**src/inc/cit_pkg.sv**
```systemverilog
// Shared constants, opcodes and state type for the instruction timing core.
package cit_pkg;

    // ---------------------------------------------------------------
    // Reset values and sequencing counts
    // ---------------------------------------------------------------
    localparam logic [15:0] CIT_PC_RESET = 16'h0000;
    localparam logic [3:0] CIT_CNT_FIRST = 4'h1;
    localparam logic [3:0] CIT_CNT_OPND1 = 4'h2;
    localparam logic [3:0] CIT_CNT_XACC = 4'h2;
    localparam logic [3:0] CIT_CNT_CODE_SPACE_READ_RD = 4'h2;
    localparam logic [3:0] CIT_CNT_CODE_SPACE_READ_DATA = 4'h3;
    localparam logic [3:0] CIT_CYC_MAX = 4'h8;
    localparam logic [3:0] CIT_CYC_MUL = 4'h4;
    localparam logic [3:0] CIT_CYC_DIV = 4'h8;
    localparam logic [3:0] CIT_CYC_ONE = 4'h1;
    localparam logic [3:0] CIT_CYC_THREE = 4'h3;
    localparam logic [3:0] CIT_TAKEN_EXTRA = 4'h1;

    // ---------------------------------------------------------------
    // Control-flow kinds produced by the decoder
    // ---------------------------------------------------------------
    localparam logic [2:0] CIT_K_SEQ = 3'h0;
    localparam logic [2:0] CIT_K_RCOND = 3'h1;
    localparam logic [2:0] CIT_K_RJMP = 3'h2;
    localparam logic [2:0] CIT_K_ABS11 = 3'h3;
    localparam logic [2:0] CIT_K_ABS16 = 3'h4;
    localparam logic [2:0] CIT_K_EXT = 3'h5;

    // ---------------------------------------------------------------
    // Opcodes watched by the checks
    // ---------------------------------------------------------------
    localparam logic [7:0] CIT_OP_MUL = 8'ha4;
    localparam logic [7:0] CIT_OP_DIV = 8'h84;
    localparam logic [7:0] CIT_OP_SPARE = 8'ha5;
    localparam logic [7:0] CIT_OP_ORL_DI = 8'h43;
    localparam logic [7:0] CIT_OP_ANL_DI = 8'h53;
    localparam logic [7:0] CIT_OP_XRL_DI = 8'h63;
    localparam logic [7:0] CIT_OP_CLR_A = 8'he4;
    localparam logic [7:0] CIT_OP_SWAP_A = 8'hc4;
    localparam logic [7:0] CIT_OP_XRD_PTR = 8'he0;
    localparam logic [7:0] CIT_OP_XWR_PTR = 8'hf0;

    typedef enum logic [1:0] {
        CIT_ST_RUN = 2'b01,
        CIT_ST_HALT = 2'b10
    } cit_state_t;

endpackage

```
**src/design/cit_decode.sv**
```systemverilog
// Opcode table: length, base cycle count and control-flow kind of each opcode.
`timescale 1ns/1ps
`default_nettype none
module cit_decode (
    input wire logic [7:0] opcode,
    output logic [1:0] len,
    output logic [3:0] cyc,
    output logic [2:0] kind,
    output logic xmove,
    output logic xwrite,
    output logic code_read
);
    // Table entries are {bytes, cycles} written as two hex digits; a
    // conditional branch carries its not-taken count.
    logic [5:0] lc;
    logic [3:0] lo;
    logic [3:0] hi;

    always_comb begin
        lo = opcode[3:0];
        hi = opcode[7:4];
        lc = 6'h11;
        kind = cit_pkg::CIT_K_SEQ;
        xmove = 1'b0;
        code_read = 1'b0;
        if (lo >= 4'h8) begin
            case (hi)
                4'h7, 4'h8, 4'ha: lc = 6'h22;
                4'hb: begin lc = 6'h33; kind = cit_pkg::CIT_K_RCOND; end
                4'hd: begin lc = 6'h22; kind = cit_pkg::CIT_K_RCOND; end
                default: lc = 6'h11;
            endcase
        end else begin
            case (lo)
                4'h0: begin
                    case (hi)
                        4'h0: lc = 6'h11;
                        4'h1, 4'h2, 4'h3: begin lc = 6'h33; kind = cit_pkg::CIT_K_RCOND; end
                        4'h4, 4'h5, 4'h6, 4'h7: begin lc = 6'h22; kind = cit_pkg::CIT_K_RCOND; end
                        4'h8: begin lc = 6'h23; kind = cit_pkg::CIT_K_RJMP; end
                        4'h9: lc = 6'h33;
                        4'he, 4'hf: begin lc = 6'h13; xmove = 1'b1; end
                        default: lc = 6'h22;
                    endcase
                end
                4'h1: begin lc = 6'h23; kind = cit_pkg::CIT_K_ABS11; end
                4'h2: begin
                    case (hi)
                        4'h0, 4'h1: begin lc = 6'h34; kind = cit_pkg::CIT_K_ABS16; end
                        4'h2, 4'h3: begin lc = 6'h15; kind = cit_pkg::CIT_K_EXT; end
                        4'he, 4'hf: begin lc = 6'h13; xmove = 1'b1; end
                        default: lc = 6'h22;
                    endcase
                end
                4'h3: begin
                    case (hi)
                        4'h4, 4'h5, 4'h6: lc = 6'h33;
                        4'h7: begin lc = 6'h13; kind = cit_pkg::CIT_K_EXT; end
                        4'h8, 4'h9: begin lc = 6'h13; code_read = 1'b1; end
                        4'he, 4'hf: begin lc = 6'h13; xmove = 1'b1; end
                        default: lc = 6'h11;
                    endcase
                end
                4'h4: begin
                    case (hi)
                        4'h8: lc = 6'h18;
                        4'ha: lc = 6'h14;
                        4'hb: begin lc = 6'h33; kind = cit_pkg::CIT_K_RCOND; end
                        4'h2, 4'h3, 4'h4, 4'h5, 4'h6, 4'h7, 4'h9: lc = 6'h22;
                        default: lc = 6'h11;
                    endcase
                end
                4'h5: begin
                    case (hi)
                        4'h7, 4'h8: lc = 6'h33;
                        4'ha: lc = 6'h11;
                        4'hb, 4'hd: begin lc = 6'h33; kind = cit_pkg::CIT_K_RCOND; end
                        default: lc = 6'h22;
                    endcase
                end
                default: begin
                    case (hi)
                        4'h7, 4'h8, 4'ha: lc = 6'h22;
                        4'hb: begin lc = 6'h34; kind = cit_pkg::CIT_K_RCOND; end
                        default: lc = 6'h12;
                    endcase
                end
            endcase
        end
        len = lc[5:4];
        cyc = lc[3:0];
        xwrite = xmove && (hi == 4'hf);
    end

endmodule // cit_decode
`default_nettype wire

```
**src/design/cit_core.sv**
```systemverilog
// Instruction sequencer: fetch, cycle timing, branches, external moves and debug.
//
// How it works
// - Decode opcodes exactly as the classic set.
// - All timing counted in single system clocks.
// - Mostly one clock per instruction byte.
// - Untaken conditional branch is one clock shorter.
// - Max eight clocks; multiply four, divide eight.
// - Accumulator operand timings by addressing mode.
// - Logic immediate into direct byte: three clocks.
// - Direct-to-direct three; indirect store two clocks.
// - Accumulator-only operations: one byte, one clock.
// - Exactly 109 instructions in documented timing classes.
// - Clock up to 25 MHz, one to eight clocks per instruction.
// - External write reaches RAM or program memory.
// - Code memory readable and writable bytewise.
// - Debug: breakpoints, run, halt, step, no resources.
// - Relative target: next address plus signed byte.
// - Spare opcode behaves as no-operation.
// - External moves: one byte, three clocks.
`timescale 1ns/1ps
`default_nettype none
module cit_core (
    input wire logic clk_sys,
    input wire logic sys_rst,
    input wire logic clk_en,
    input wire logic [7:0] code_data,
    input wire logic branch_cond,
    input wire logic [15:0] ext_target,
    input wire logic [15:0] code_space_read_addr,
    input wire logic pgm_wr_en,
    input wire logic irq_req,
    input wire logic [15:0] irq_vec,
    input wire logic dbg_halt,
    input wire logic dbg_run,
    input wire logic dbg_step,
    input wire logic bkpt_en,
    input wire logic [15:0] bkpt_addr,
    input wire logic dbg_pc_wr,
    input wire logic [15:0] dbg_pc,
    output logic [15:0] code_addr_q,
    output logic code_rd_q,
    output logic [15:0] pc_q,
    output logic insn_done_q,
    output logic [7:0] insn_opcode_q,
    output logic [3:0] insn_cycles_q,
    output logic taken_q,
    output logic xdata_rd_q,
    output logic xdata_wr_q,
    output logic code_wr_q,
    output logic [7:0] code_space_read_data_q,
    output logic code_space_read_valid_q,
    output logic irq_ack_q,
    output logic halted_q
);

    // ---------------------------------------------------------------
    // Decode of the opcode byte
    // ---------------------------------------------------------------
    cit_pkg::cit_state_t state_q;
    logic [3:0] cnt_q;
    logic [7:0] op_q;
    logic [1:0] len_q;
    logic [3:0] cyc_q;
    logic [2:0] kind_q;
    logic xm_q;
    logic xw_q;
    logic mc_q;
    logic [7:0] b1_q;
    logic [15:0] tgt_q;
    logic tk_pend_q;
    logic step_q;
    logic [3:0] done_base_q;
    logic [1:0] d_len;
    logic [3:0] d_cyc;
    logic [2:0] d_kind;
    logic d_xm;
    logic d_xw;
    logic d_mc;

    cit_decode u_decode (
        .opcode(code_data),
        .len(d_len),
        .cyc(d_cyc),
        .kind(d_kind),
        .xmove(d_xm),
        .xwrite(d_xw),
        .code_read(d_mc)
    );

    function automatic logic [15:0] cit_rel(input logic [15:0] base, input logic [7:0] disp);
        cit_rel = base + {{8{disp[7]}}, disp};
    endfunction

    // ---------------------------------------------------------------
    // Cycle decisions
    // ---------------------------------------------------------------
    logic run;
    logic first;
    logic [7:0] op;
    logic [1:0] cur_len;
    logic [3:0] cur_cyc;
    logic [2:0] cur_kind;
    logic cond_hit;
    logic last;
    logic redirect;
    logic stop;
    logic [15:0] seq_pc;
    logic [15:0] tgt_now;
    logic [15:0] next_pc;
    logic [15:0] pc_after;
    logic [15:0] fetch_addr;
    logic fetch_rd;

    always_comb begin
        run = (state_q == cit_pkg::CIT_ST_RUN);
        first = (cnt_q == cit_pkg::CIT_CNT_FIRST);
        op = first ? code_data : op_q;
        cur_len = first ? d_len : len_q;
        cur_cyc = first ? d_cyc : cyc_q;
        cur_kind = first ? d_kind : kind_q;
        seq_pc = pc_q + {14'h0000, cur_len};
        // The condition is judged in the not-taken last clock; a true
        // condition buys exactly one more clock to fetch the target.
        cond_hit = (cur_kind == cit_pkg::CIT_K_RCOND) && (cnt_q == cur_cyc) && branch_cond && !tk_pend_q;
        last = tk_pend_q || ((cnt_q == cur_cyc) && !cond_hit);
        redirect = tk_pend_q || (cur_kind == cit_pkg::CIT_K_RJMP) || (cur_kind == cit_pkg::CIT_K_ABS11)
            || (cur_kind == cit_pkg::CIT_K_ABS16) || (cur_kind == cit_pkg::CIT_K_EXT);
        case (cur_kind)
            cit_pkg::CIT_K_ABS11: tgt_now = {seq_pc[15:11], op[7:5], code_data};
            cit_pkg::CIT_K_ABS16: tgt_now = {b1_q, code_data};
            default: tgt_now = cit_rel(seq_pc, code_data);
        endcase
        if (!redirect) begin
            next_pc = seq_pc;
        end else if (cur_kind == cit_pkg::CIT_K_EXT) begin
            next_pc = ext_target;
        end else begin
            next_pc = tgt_q;
        end
        pc_after = irq_req ? irq_vec : next_pc;
        stop = dbg_halt || step_q || (bkpt_en && (pc_after == bkpt_addr));
        fetch_rd = 1'b0;
        fetch_addr = code_addr_q;
        if (run) begin
            if (last) begin
                fetch_rd = !stop;
                fetch_addr = pc_after;
            end else if (cnt_q < {2'b00, cur_len}) begin
                fetch_rd = 1'b1;
                fetch_addr = pc_q + {12'h000, cnt_q};
            end else if (mc_q && (cnt_q == cit_pkg::CIT_CNT_CODE_SPACE_READ_RD)) begin
                fetch_rd = 1'b1;
                fetch_addr = code_space_read_addr;
            end
        end else if (dbg_run || dbg_step) begin
            fetch_rd = 1'b1;
            fetch_addr = dbg_pc_wr ? dbg_pc : pc_q;
        end
    end

    // ---------------------------------------------------------------
    // Sequencer state
    // ---------------------------------------------------------------
    always_ff @(posedge clk_sys or posedge sys_rst) begin
        if (sys_rst) begin
            state_q <= cit_pkg::CIT_ST_RUN;
            cnt_q <= cit_pkg::CIT_CNT_FIRST;
            pc_q <= cit_pkg::CIT_PC_RESET;
            op_q <= 8'h00;
            len_q <= 2'h0;
            cyc_q <= 4'h0;
            kind_q <= cit_pkg::CIT_K_SEQ;
            xm_q <= 1'b0;
            xw_q <= 1'b0;
            mc_q <= 1'b0;
            b1_q <= 8'h00;
            tgt_q <= cit_pkg::CIT_PC_RESET;
            tk_pend_q <= 1'b0;
            step_q <= 1'b0;
        end else if (clk_en) begin
            unique case (state_q)
                cit_pkg::CIT_ST_RUN: begin
                    if (first) begin
                        op_q <= code_data;
                        len_q <= d_len;
                        cyc_q <= d_cyc;
                        kind_q <= d_kind;
                        xm_q <= d_xm;
                        xw_q <= d_xw;
                        mc_q <= d_mc;
                    end
                    if (cnt_q == cit_pkg::CIT_CNT_OPND1) begin
                        b1_q <= code_data;
                    end
                    if (!first && (cnt_q == {2'b00, cur_len})) begin
                        tgt_q <= tgt_now;
                    end
                    if (last) begin
                        pc_q <= pc_after;
                        cnt_q <= cit_pkg::CIT_CNT_FIRST;
                        tk_pend_q <= 1'b0;
                        if (stop) begin
                            state_q <= cit_pkg::CIT_ST_HALT;
                            step_q <= 1'b0;
                        end
                    end else begin
                        cnt_q <= cnt_q + 4'h1;
                        tk_pend_q <= cond_hit;
                    end
                end
                cit_pkg::CIT_ST_HALT: begin
                    // Halting only stops fetch; no user memory or stack is touched.
                    if (dbg_pc_wr) begin
                        pc_q <= dbg_pc;
                    end
                    if (dbg_run || dbg_step) begin
                        state_q <= cit_pkg::CIT_ST_RUN;
                        cnt_q <= cit_pkg::CIT_CNT_FIRST;
                        step_q <= dbg_step;
                    end
                end
                default: state_q <= cit_pkg::CIT_ST_HALT;
            endcase
        end
    end

    // ---------------------------------------------------------------
    // Code fetch port
    // ---------------------------------------------------------------
    always_ff @(posedge clk_sys or posedge sys_rst) begin
        if (sys_rst) begin
            code_addr_q <= cit_pkg::CIT_PC_RESET;
            code_rd_q <= 1'b1;
        end else if (clk_en) begin
            code_addr_q <= fetch_addr;
            code_rd_q <= fetch_rd;
        end
    end

    // ---------------------------------------------------------------
    // Completion and debug status
    // ---------------------------------------------------------------
    always_ff @(posedge clk_sys or posedge sys_rst) begin
        if (sys_rst) begin
            insn_done_q <= 1'b0;
            insn_opcode_q <= 8'h00;
            insn_cycles_q <= 4'h0;
            taken_q <= 1'b0;
            irq_ack_q <= 1'b0;
            halted_q <= 1'b0;
            done_base_q <= 4'h0;
        end else if (clk_en) begin
            insn_done_q <= run && last;
            irq_ack_q <= run && last && irq_req;
            halted_q <= run ? (last && stop) : !(dbg_run || dbg_step);
            if (run && last) begin
                insn_opcode_q <= op;
                insn_cycles_q <= cnt_q;
                taken_q <= tk_pend_q;
                done_base_q <= cur_cyc;
            end
        end
    end

    // ---------------------------------------------------------------
    // External-space moves and code reads
    // ---------------------------------------------------------------
    // A write with program store enabled goes to program memory instead of RAM.
    always_ff @(posedge clk_sys or posedge sys_rst) begin
        if (sys_rst) begin
            xdata_rd_q <= 1'b0;
            xdata_wr_q <= 1'b0;
            code_wr_q <= 1'b0;
            code_space_read_valid_q <= 1'b0;
            code_space_read_data_q <= 8'h00;
        end else if (clk_en) begin
            xdata_rd_q <= run && xm_q && !xw_q && (cnt_q == cit_pkg::CIT_CNT_XACC);
            xdata_wr_q <= run && xw_q && !pgm_wr_en && (cnt_q == cit_pkg::CIT_CNT_XACC);
            code_wr_q <= run && xw_q && pgm_wr_en && (cnt_q == cit_pkg::CIT_CNT_XACC);
            code_space_read_valid_q <= run && mc_q && (cnt_q == cit_pkg::CIT_CNT_CODE_SPACE_READ_DATA);
            if (run && mc_q && (cnt_q == cit_pkg::CIT_CNT_CODE_SPACE_READ_DATA)) begin
                code_space_read_data_q <= code_data;
            end
        end
    end

    // ---------------------------------------------------------------
    // Checks
    // ---------------------------------------------------------------
    cycle_limit_a: assert property (@(posedge clk_sys) disable iff (sys_rst)
        insn_done_q |-> (insn_cycles_q >= cit_pkg::CIT_CYC_ONE) && (insn_cycles_q <= cit_pkg::CIT_CYC_MAX))
        else $error("instruction exceeded eight clocks");
    mul_timing_a: assert property (@(posedge clk_sys) disable iff (sys_rst)
        insn_done_q && (insn_opcode_q == cit_pkg::CIT_OP_MUL) |-> insn_cycles_q == cit_pkg::CIT_CYC_MUL)
        else $error("multiply not four clocks");
    div_timing_a: assert property (@(posedge clk_sys) disable iff (sys_rst)
        insn_done_q && (insn_opcode_q == cit_pkg::CIT_OP_DIV) |-> insn_cycles_q == cit_pkg::CIT_CYC_DIV)
        else $error("divide not eight clocks");
    taken_extra_a: assert property (@(posedge clk_sys) disable iff (sys_rst)
        insn_done_q && taken_q |-> insn_cycles_q == done_base_q + cit_pkg::CIT_TAKEN_EXTRA)
        else $error("taken branch not one clock longer");
    untaken_base_a: assert property (@(posedge clk_sys) disable iff (sys_rst)
        insn_done_q && !taken_q |-> insn_cycles_q == done_base_q)
        else $error("instruction ran past its base count");
    logic_imm_a: assert property (@(posedge clk_sys) disable iff (sys_rst)
        insn_done_q && ((insn_opcode_q == cit_pkg::CIT_OP_ORL_DI) || (insn_opcode_q == cit_pkg::CIT_OP_ANL_DI)
        || (insn_opcode_q == cit_pkg::CIT_OP_XRL_DI)) |-> insn_cycles_q == cit_pkg::CIT_CYC_THREE)
        else $error("logic immediate to direct not three clocks");
    acc_only_a: assert property (@(posedge clk_sys) disable iff (sys_rst)
        insn_done_q && ((insn_opcode_q == cit_pkg::CIT_OP_CLR_A) || (insn_opcode_q == cit_pkg::CIT_OP_SWAP_A))
        |-> insn_cycles_q == cit_pkg::CIT_CYC_ONE)
        else $error("accumulator operation not one clock");
    spare_nop_a: assert property (@(posedge clk_sys) disable iff (sys_rst)
        insn_done_q && (insn_opcode_q == cit_pkg::CIT_OP_SPARE) |-> insn_cycles_q == cit_pkg::CIT_CYC_ONE)
        else $error("spare opcode not a one clock no-op");
    xmove_three_a: assert property (@(posedge clk_sys) disable iff (sys_rst)
        insn_done_q && ((insn_opcode_q == cit_pkg::CIT_OP_XRD_PTR) || (insn_opcode_q == cit_pkg::CIT_OP_XWR_PTR))
        |-> insn_cycles_q == cit_pkg::CIT_CYC_THREE)
        else $error("external move not three clocks");
    halt_fetch_a: assert property (@(posedge clk_sys) disable iff (sys_rst)
        halted_q && clk_en && !dbg_run && !dbg_step |=> halted_q && !code_rd_q)
        else $error("fetch while halted");
    step_resume_a: assert property (@(posedge clk_sys) disable iff (sys_rst)
        halted_q && clk_en && dbg_step |=> !halted_q && code_rd_q)
        else $error("step did not resume fetch");

endmodule // cit_core
`default_nettype wire

```
**config.mk**
```make
export PLATFORM = sky130hd
export DESIGN_NAME = cit_core
export DESIGN_NICKNAME = d
export VERILOG_FILES = /design/src/inc/cit_pkg.sv /design/src/design/cit_decode.sv /design/src/design/cit_core.sv
export SDC_FILE = /design/constraint.sdc
export NUM_CORES = 1
export LEC_CHECK = 0
export BUFFER_PORTS_ARGS = -buffer_cell sky130_fd_sc_hd__buf_4
export CORE_UTILIZATION = 57
export DETAILED_ROUTE_END_ITERATION = 7
export PLACE_DENSITY = 0.82
export SETUP_SLACK_MARGIN = 0.3
export SLEW_MARGIN = 20
export SYNTH_ARGS = -nofsm -noshare
export SYNTH_HDL_FRONTEND = slang
export SYNTH_SLANG_ARGS = --single-unit
export TNS_END_PERCENT = 20
```
**constraint.sdc**
```tcl
create_clock -name clk_sys -period 6.4 [get_ports clk_sys]
set_input_delay 0.64 -clock clk_sys [delete_from_list [all_inputs] [get_ports clk_sys]]
set_output_delay 0.64 -clock clk_sys [all_outputs]
set_load 0.05 [all_outputs]
```
== Word level (Yosys, flattened, before mapping) ==
Cells that the tools add are included.
Word-level totals
  bits in registers: 113
  word-level logic and storage cells: 190
Cells by class
  add/subtract/negate cells: 4
  magnitude comparators: 2
  eq/ne operators: 36
  mux-type cells: 56
  reductions and logical operators: 65
Operators by type and width (count)
  $mux 16: 10
  $pmux 16 s2: 2
  $pmux 6 s2: 4
  $pmux 6 s4: 2
  $pmux 6 s6: 1
  $eq 4x4->1 const B: 7
  $eq 4x2->1 const B: 6
  $eq 4x3->1 const B: 6
  $logic_and 1x1->1: 21
  $mux 1: 18
  $pmux 6 s3: 1
  $reduce_and 3->1: 6
  $add 16x16->16: 1
  $add 16x2->16: 1
  $add 16x4->16: 1
  $eq 16x16->1: 1
  $pmux 3 s5: 1
  $reduce_or 7->1: 2
  $eq 4x1->1 const B: 3
  $mux 4: 3
  $reduce_or 4->1: 3
  $reduce_or 2->1: 5
  $mux 3: 3
  $reduce_or 3->1: 3
  other kinds (28): 52

== Logic depth before layout (Yosys ltp) ==
  word-level depth: 19
  mapped depth: 27
  gate-level depth less buffers: 25

== Hierarchy ==
A second synthesis with hierarchy kept.
Second synthesis, totals
  cells, all modules: 981
  area total of the unflattened synthesis: 8609.5 µm²
Modules (own cells, without submodules)
  cit_core: times used 1, cells an instance 877, area each 7966.4 µm², seq. area each 2831.5 µm²
  cit_decode: times used 1, cells an instance 104, area each 643.1 µm², seq. area each 0.0 µm²

== Worst setup path after synthesis ==
No wires, ideal clock.
  path type: input to register
  start point: input port code_data[4]
  end point: register tgt_q[14]
  setup time: 0.134 ns
  arrival: 5.137 ns
  slack: 1.129 ns
  stages: 26
  cell sequence: buf_2 -> clkbuf_1 -> nor3_1 -> nand2_1 -> nand2_1 -> nor3_1 -> o21ai_0 -> nand2_1 -> nor2_1 -> ha_1 -> inv_1 -> fa_1 -> inv_1 -> fa_1 -> a21o_1 -> a21oi_1 -> o21bai_1 -> a21oi_1 -> o21bai_1 -> a21oi_1 -> o21ai_0 -> o41ai_1 -> o21ai_0 -> xor2_1 -> a221oi_1 -> o21ai_0
On the way
  longest elaborated chain between the ends: 9
RTL lines
  start, declared: RTL line cit_core.sv:27  | input wire logic [7:0] code_data,
  $eq 4x2->1 (tied with other cells): RTL line cit_decode.sv:36, cit_decode.sv:48, cit_decode.sv:65
  $reduce_or 7->1 (tied with other cells): RTL line cit_decode.sv:65  | case (hi)
  $pmux 6 s4 (tied with other cells): RTL line cit_decode.sv:65
  $pmux 6 s6: RTL line cit_decode.sv:34  | case (lo)
  $mux 6 (*): RTL line cit_decode.sv:26  | if (lo >= 4'h8) begin
  $mux 2 (*)
  named net cur_len[0]: RTL line cit_core.sv:101  | logic [1:0] cur_len;
  $add 16x2->16 or $eq 4x2->1 (tied branches): RTL line cit_core.sv:122, cit_core.sv:196
  $add 16x16->16 or $logic_and 1x1->1 (tied branches): RTL line cit_core.sv:92, cit_core.sv:196
  $pmux 16 s2 or $reduce_and 3->1 (tied branches)
  end signal, assigned: RTL line cit_core.sv:178  | tgt_q <= cit_pkg::CIT_PC_RESET;
  end signal, assigned: RTL line cit_core.sv:197  | tgt_q <= tgt_now;
  end, declared: RTL line cit_core.sv:70  | logic [15:0] tgt_q;
The timed path passes the listed nets; every way through them passes the cells marked *.
A chain may end at the register's enable or synchronous reset.

== Worst setup path in the final report ==
  start point: register cnt_q[1]
  end point: register tgt_q[14]
On the way
  longest elaborated chain between the ends: 5
RTL lines
  start, declared: RTL line cit_core.sv:61  | logic [3:0] cnt_q;
  start signal, assigned: RTL line cit_core.sv:168  | cnt_q <= cit_pkg::CIT_CNT_FIRST;
  start signal, assigned: RTL line cit_core.sv:201  | cnt_q <= cit_pkg::CIT_CNT_FIRST;
  start signal, assigned: RTL line cit_core.sv:208  | cnt_q <= cnt_q + 4'h1;
  $eq 4x1->1 (*): RTL line cit_core.sv:117  | first = (cnt_q == cit_pkg::CIT_CNT_FIRST);
  $mux 2 (*)
  named net cur_len[0]: RTL line cit_core.sv:101
  $add 16x2->16 or $eq 4x2->1 (tied branches): RTL line cit_core.sv:122, cit_core.sv:196
  $add 16x16->16 or $logic_and 1x1->1 (tied branches): RTL line cit_core.sv:92, cit_core.sv:196
  $pmux 16 s2 or $reduce_and 3->1 (tied branches)
Marked as above.

==> PnR_summary.wiki <==
{| class="wikitable"
! Metric !! Value
|-
| Result of the run || completed
|-
| Net count of the finished layout || 1,265
|-
| Reg-to-reg endpoint || tgt_q[14]
|-
| Worst Tran Pin Value || 0.962 ns
|-
| Post-synth top flop || dfrtp_1
|-
| Cell Chain, Critical Path || inv_1 > ha_1 > nor3b_4 > nand2_1 > o21bai_1 > nand2_1 > nor2_1 > ha_1 > inv_1 > fa_1 > xnor2_1 > ha_1 > a21o_1 > a21oi_1 > o21bai_1 > a21oi_1 > o21bai_1 > a21oi_1 > o21ai_0 > o41ai_1 > o21ai_0 > xor2_1 > a221oi_1 > o21ai_0
|-
| Drt initial violations || 787
|-
| Adder-cell share of the synthesized area || 4.59%
|-
| Maximum buffer depth of the clock tree || 2
|-
| Critical Path RT || 6.70 ns
|-
| Average size of a mapped cell || 8.26 µm²
|-
| Static leakage power || 4.67 nW
|-
| Fraction of synthesis flops using an asynchronous set or reset pin || 100%
|-
| Setup crit start kind || flip-flop
|-
| Max Clk Rate || 178 MHz
|-
| Total power after layout || 6.24 mW
|-
| Kind of critical path || flip-flop to flip-flop
|-
| Sequential share of the synthesized area || 33.7%
|-
| Proportion of layout cells with a drive suffix above 1 || 22.3%
|-
| DIE AREA || 0.0152 mm²
|-
| I/O pin total || 160
|-
| DRC viols || 0
|-
| Final count of hold timing violations || 0
|-
| Drt total wl || 27,000 µm
|-
| Period Utilization, post-route || 87.6%
|-
| Worst clock skew on the final layout || 0.00895 ns
|-
| Gr ovfl total || 0
|-
| Number of antenna diodes || 0
|-
| Kind of path behind the tightest hold check || primary input to asynchronous set/reset pin
|-
| Max-slew headroom || 35.9%
|-
| Synthesized-area fraction occupied by and/or/nand/nor cells || 19.4%
|-
| Syn nets || 1,145
|-
| Setup slack of the worst register-to-register path || 0.79 ns
|-
| Worst path max stage delay || 0.53 ns
|-
| Synth warnings || 0
|-
| Number of antenna violations at the first check in global routing || 0
|-
| Synthesized instance count || 1,017
|-
| Post-detail-place hpwl || 20,000 µm
|-
| Number of fill cells in the layout || 1,187
|-
| Worst path arrival time || 5.91 ns
|-
| Buffers inserted during post-CTS setup optimization || 0
|-
| Remaining antenna violation count after routing || 0
|-
| Final critical path time including I/O delays and setup || 5.61 ns
|-
| Via count of the routed design || 8,445
|-
| Clock transition at path regs || 0.06 ns
|-
| Unrepaired setup endpoints after global routing || no
|-
| Row count || 44
|-
| Number of buffers created by CTS || 17
|-
| Setup-violating endpoint count in the final report || 0
|-
| Main combinational cell family by area after synthesis || compound AO/OA/AOI/OAI gates
|-
| Number of distinct library cells after synthesis || 78
|-
| Slowest-stage cell, CP || dfrtp_1
|-
| Number of violations of the max-capacitance limit || 0
|-
| Routability-driven placement congestion ratio || 0.989
|-
| Buffer type at the clock tree root || clkbuf_16
|-
| Critical path peak fanout || 8
|-
| Cell with the most instances after synthesis || nand2_1
|-
| Max Slew Vio Count || 0
|-
| Share of Yosys cell area claimed by the top area cell type || 32.8%
|-
| Post-synthesis instance area || 0.00840 mm²
|-
| Cell types with the largest area share after synthesis || dfrtp_1, nand2_1, o21ai_0, xnor2_1, nor2_1
|-
| Clock insertion delay at the later pin of the skew report || 0.43 ns
|-
| Core area || 0.0145 mm²
|-
| Die X || 123 µm
|-
| Average wire per standard cell || 20.3 µm
|-
| Multiplexer fraction of the synthesized cell area || 6.58%
|-
| R2R cell count || 24
|-
| Final setup TNS || 0 ns
|-
| Maximum number of pins on one net before global-route repair || 75
|-
| List of most frequent post-synthesis cells || nand2_1, dfrtp_1, o21ai_0
|-
| Detailed Routing Iterations Pass 1 || 5
|-
| Wire length of the first global-routing pass || 41,900 µm
|-
| Compound-Gate Fraction of Synth Area || 22.6%
|-
| Die Y || 123 µm
|-
| Power per standard cell area || 608 mW/mm²
|-
| Vias in the first global route || 7,817
|-
| Routed via count divided by cell count || 6.33
|-
| Initial Utilization || 58.0%
|-
| Xor and xnor fraction of the mapped netlist area || 8.02%
|-
| Cell taking the most area after synthesis || dfrtp_1
|-
| Number of H-tree branching levels || 4
|-
| Number of clock sinks || 113
|-
| FF+latch count, synth || 113
|-
| IO Port Bufs || 159
|-
| Overall fraction of global-route tracks in use || 36.5%
|-
| Clock tree from TritonCTS || built
|-
| Peak supply drop || 0.346 mV
|-
| Source of the worst register-to-register timing path || cnt_q[1]
|-
| Layout area overhead || 22.3%
|-
| CP Capture Type || flip-flop
|-
| Post-synth EDFFs || 0
|}
[routing by layer]
metal / routed length (µm) / global-route usage, % / part of all wire, %
met1: 11100 / 49.0 / 41
met2: 12500 / 56.9 / 46
met3: 2430 / 7.61 / 9.0
met4: 981 / 15.5 / 3.6
met5: 0 / 0 / 0
[power breakdown]
group | total [mW] | internal (mW) | switching [mW]
Clock | 1.01 | 0.652 | 0.361
Combinational | 3.93 | 1.42 | 2.51
Sequential | 1.30 | 1.00 | 0.296
Total | 6.24 | 3.07 | 3.17
[layout by cell type, fill, tap and decap left out, types with 5 or more instances in the layout]
cell type  Yosys  layout
nand2b_1       8       8
inv_1         27      25
a21o_1         8       8
nand4_1       10      10
xnor2_1       46      46
mux2i_1       26      26
dfrtp_1      110     110
a221oi_1       8       8
o21bai_1       6       6
or3_1          5       5
nor2_1        87      87
o2bb2ai_1      6       6
xor2_1        31      31
nor4_1        12      10
mux2_2        26      26
buf_4          4     172
nor3_1        14      12
a21oi_1       61      61
nand3_1       27      27
ha_1          26      26
o22ai_1       18      18
and3_1         8       8
o21a_1         8       8
clkbuf_16      0      17
nand2_1      150     150
a2bb2oi_1     15      15
o21ai_0       95      95
a31oi_1       16      16
nor2b_1       10      10
[logic make-up (layout without fill, tap and decap cells)]
family          count (synthesis)  after routing
simple gates                  352            352
compound gates                293            293
flops                         113            113
buf+inv                       101            234
xor+xnor                       77             77
mux                            52             52
fa+ha+maj                      29             29
[worst max-delay path by stage]
stage | from | endpoint | slack [ns] | depth (start not counted)
global placement | code_data[1] | tgt_q[14] | 0.54 | 24
floorplan | code_data[4] | tgt_q[14] | 1.13 | 26
global route | cnt_q[1] | tgt_q[14] | 0.33 | 24
CTS | code_data[7] | tgt_q[14] | 0.88 | 25
finish | cnt_q[1] | tgt_q[14] | 0.79 | 24
detailed placement | code_data[7] | tgt_q[14] | 0.45 | 25
[sequential cells by signal, summed over array words and instances (netlist names), 2 cells and up]
| signal | cells |
|---|---|
| code_space_read_data_q | 8 |
| insn_cycles_q | 4 |
| cnt_q | 4 |
| op_q | 8 |
| kind_q | 3 |
| len_q | 2 |
| state_q | 2 |
| cyc_q | 4 |
| code_addr_q | 16 |
| insn_opcode_q | 8 |
| pc_q | 16 |
| tgt_q | 16 |
| b1_q | 8 |
[worst max-delay path: cells and delay by family, from the launching register on]
family	cells	cell delay, ns
XOR/XNOR	2	0.43
AND/OR/NAND/NOR	4	0.69
flip-flops	1	0.53
buffers and inverters	2	0.21
adder cells (fa/ha/maj)	4	1.22
AO/OA/AOI/OAI	12	2.39
[cell type report]
type	instances	area, µm²	area share, %
clock inverter	13	185	1.80
tap	184	230	2.24
multi-input combinational	803	5180	50.5
timing repair buffer	172	1290	12.6
sequential	113	2830	27.6
clock buffer	19	433	4.21
inverter	30	119	1.16
[metrics by stage]
step           hold WS, ns  setup WS (ns)  util, %  cells  cell area [µm²]
6_report             0.244          0.792     71.0   1334            10300
4_1_cts              0.268          0.875     70.7   1334            10200
3_5_place_dp         0.463          0.448     66.5   1302             9620
3_3_place_gp         0.454          0.538     66.5   1302             9620
5_1_grt              0.289          0.330     71.0   1334            10300
2_1_floorplan        0.440           1.13        -   1017             8400
[repair_timing]
action	in CTS	in global routing
endpoints found under the setup margin	0	1
hold buffers	0	0
endpoints found under the hold margin	0	0
gates resized for setup	0	5
Power figures use the tool's default switching activity.
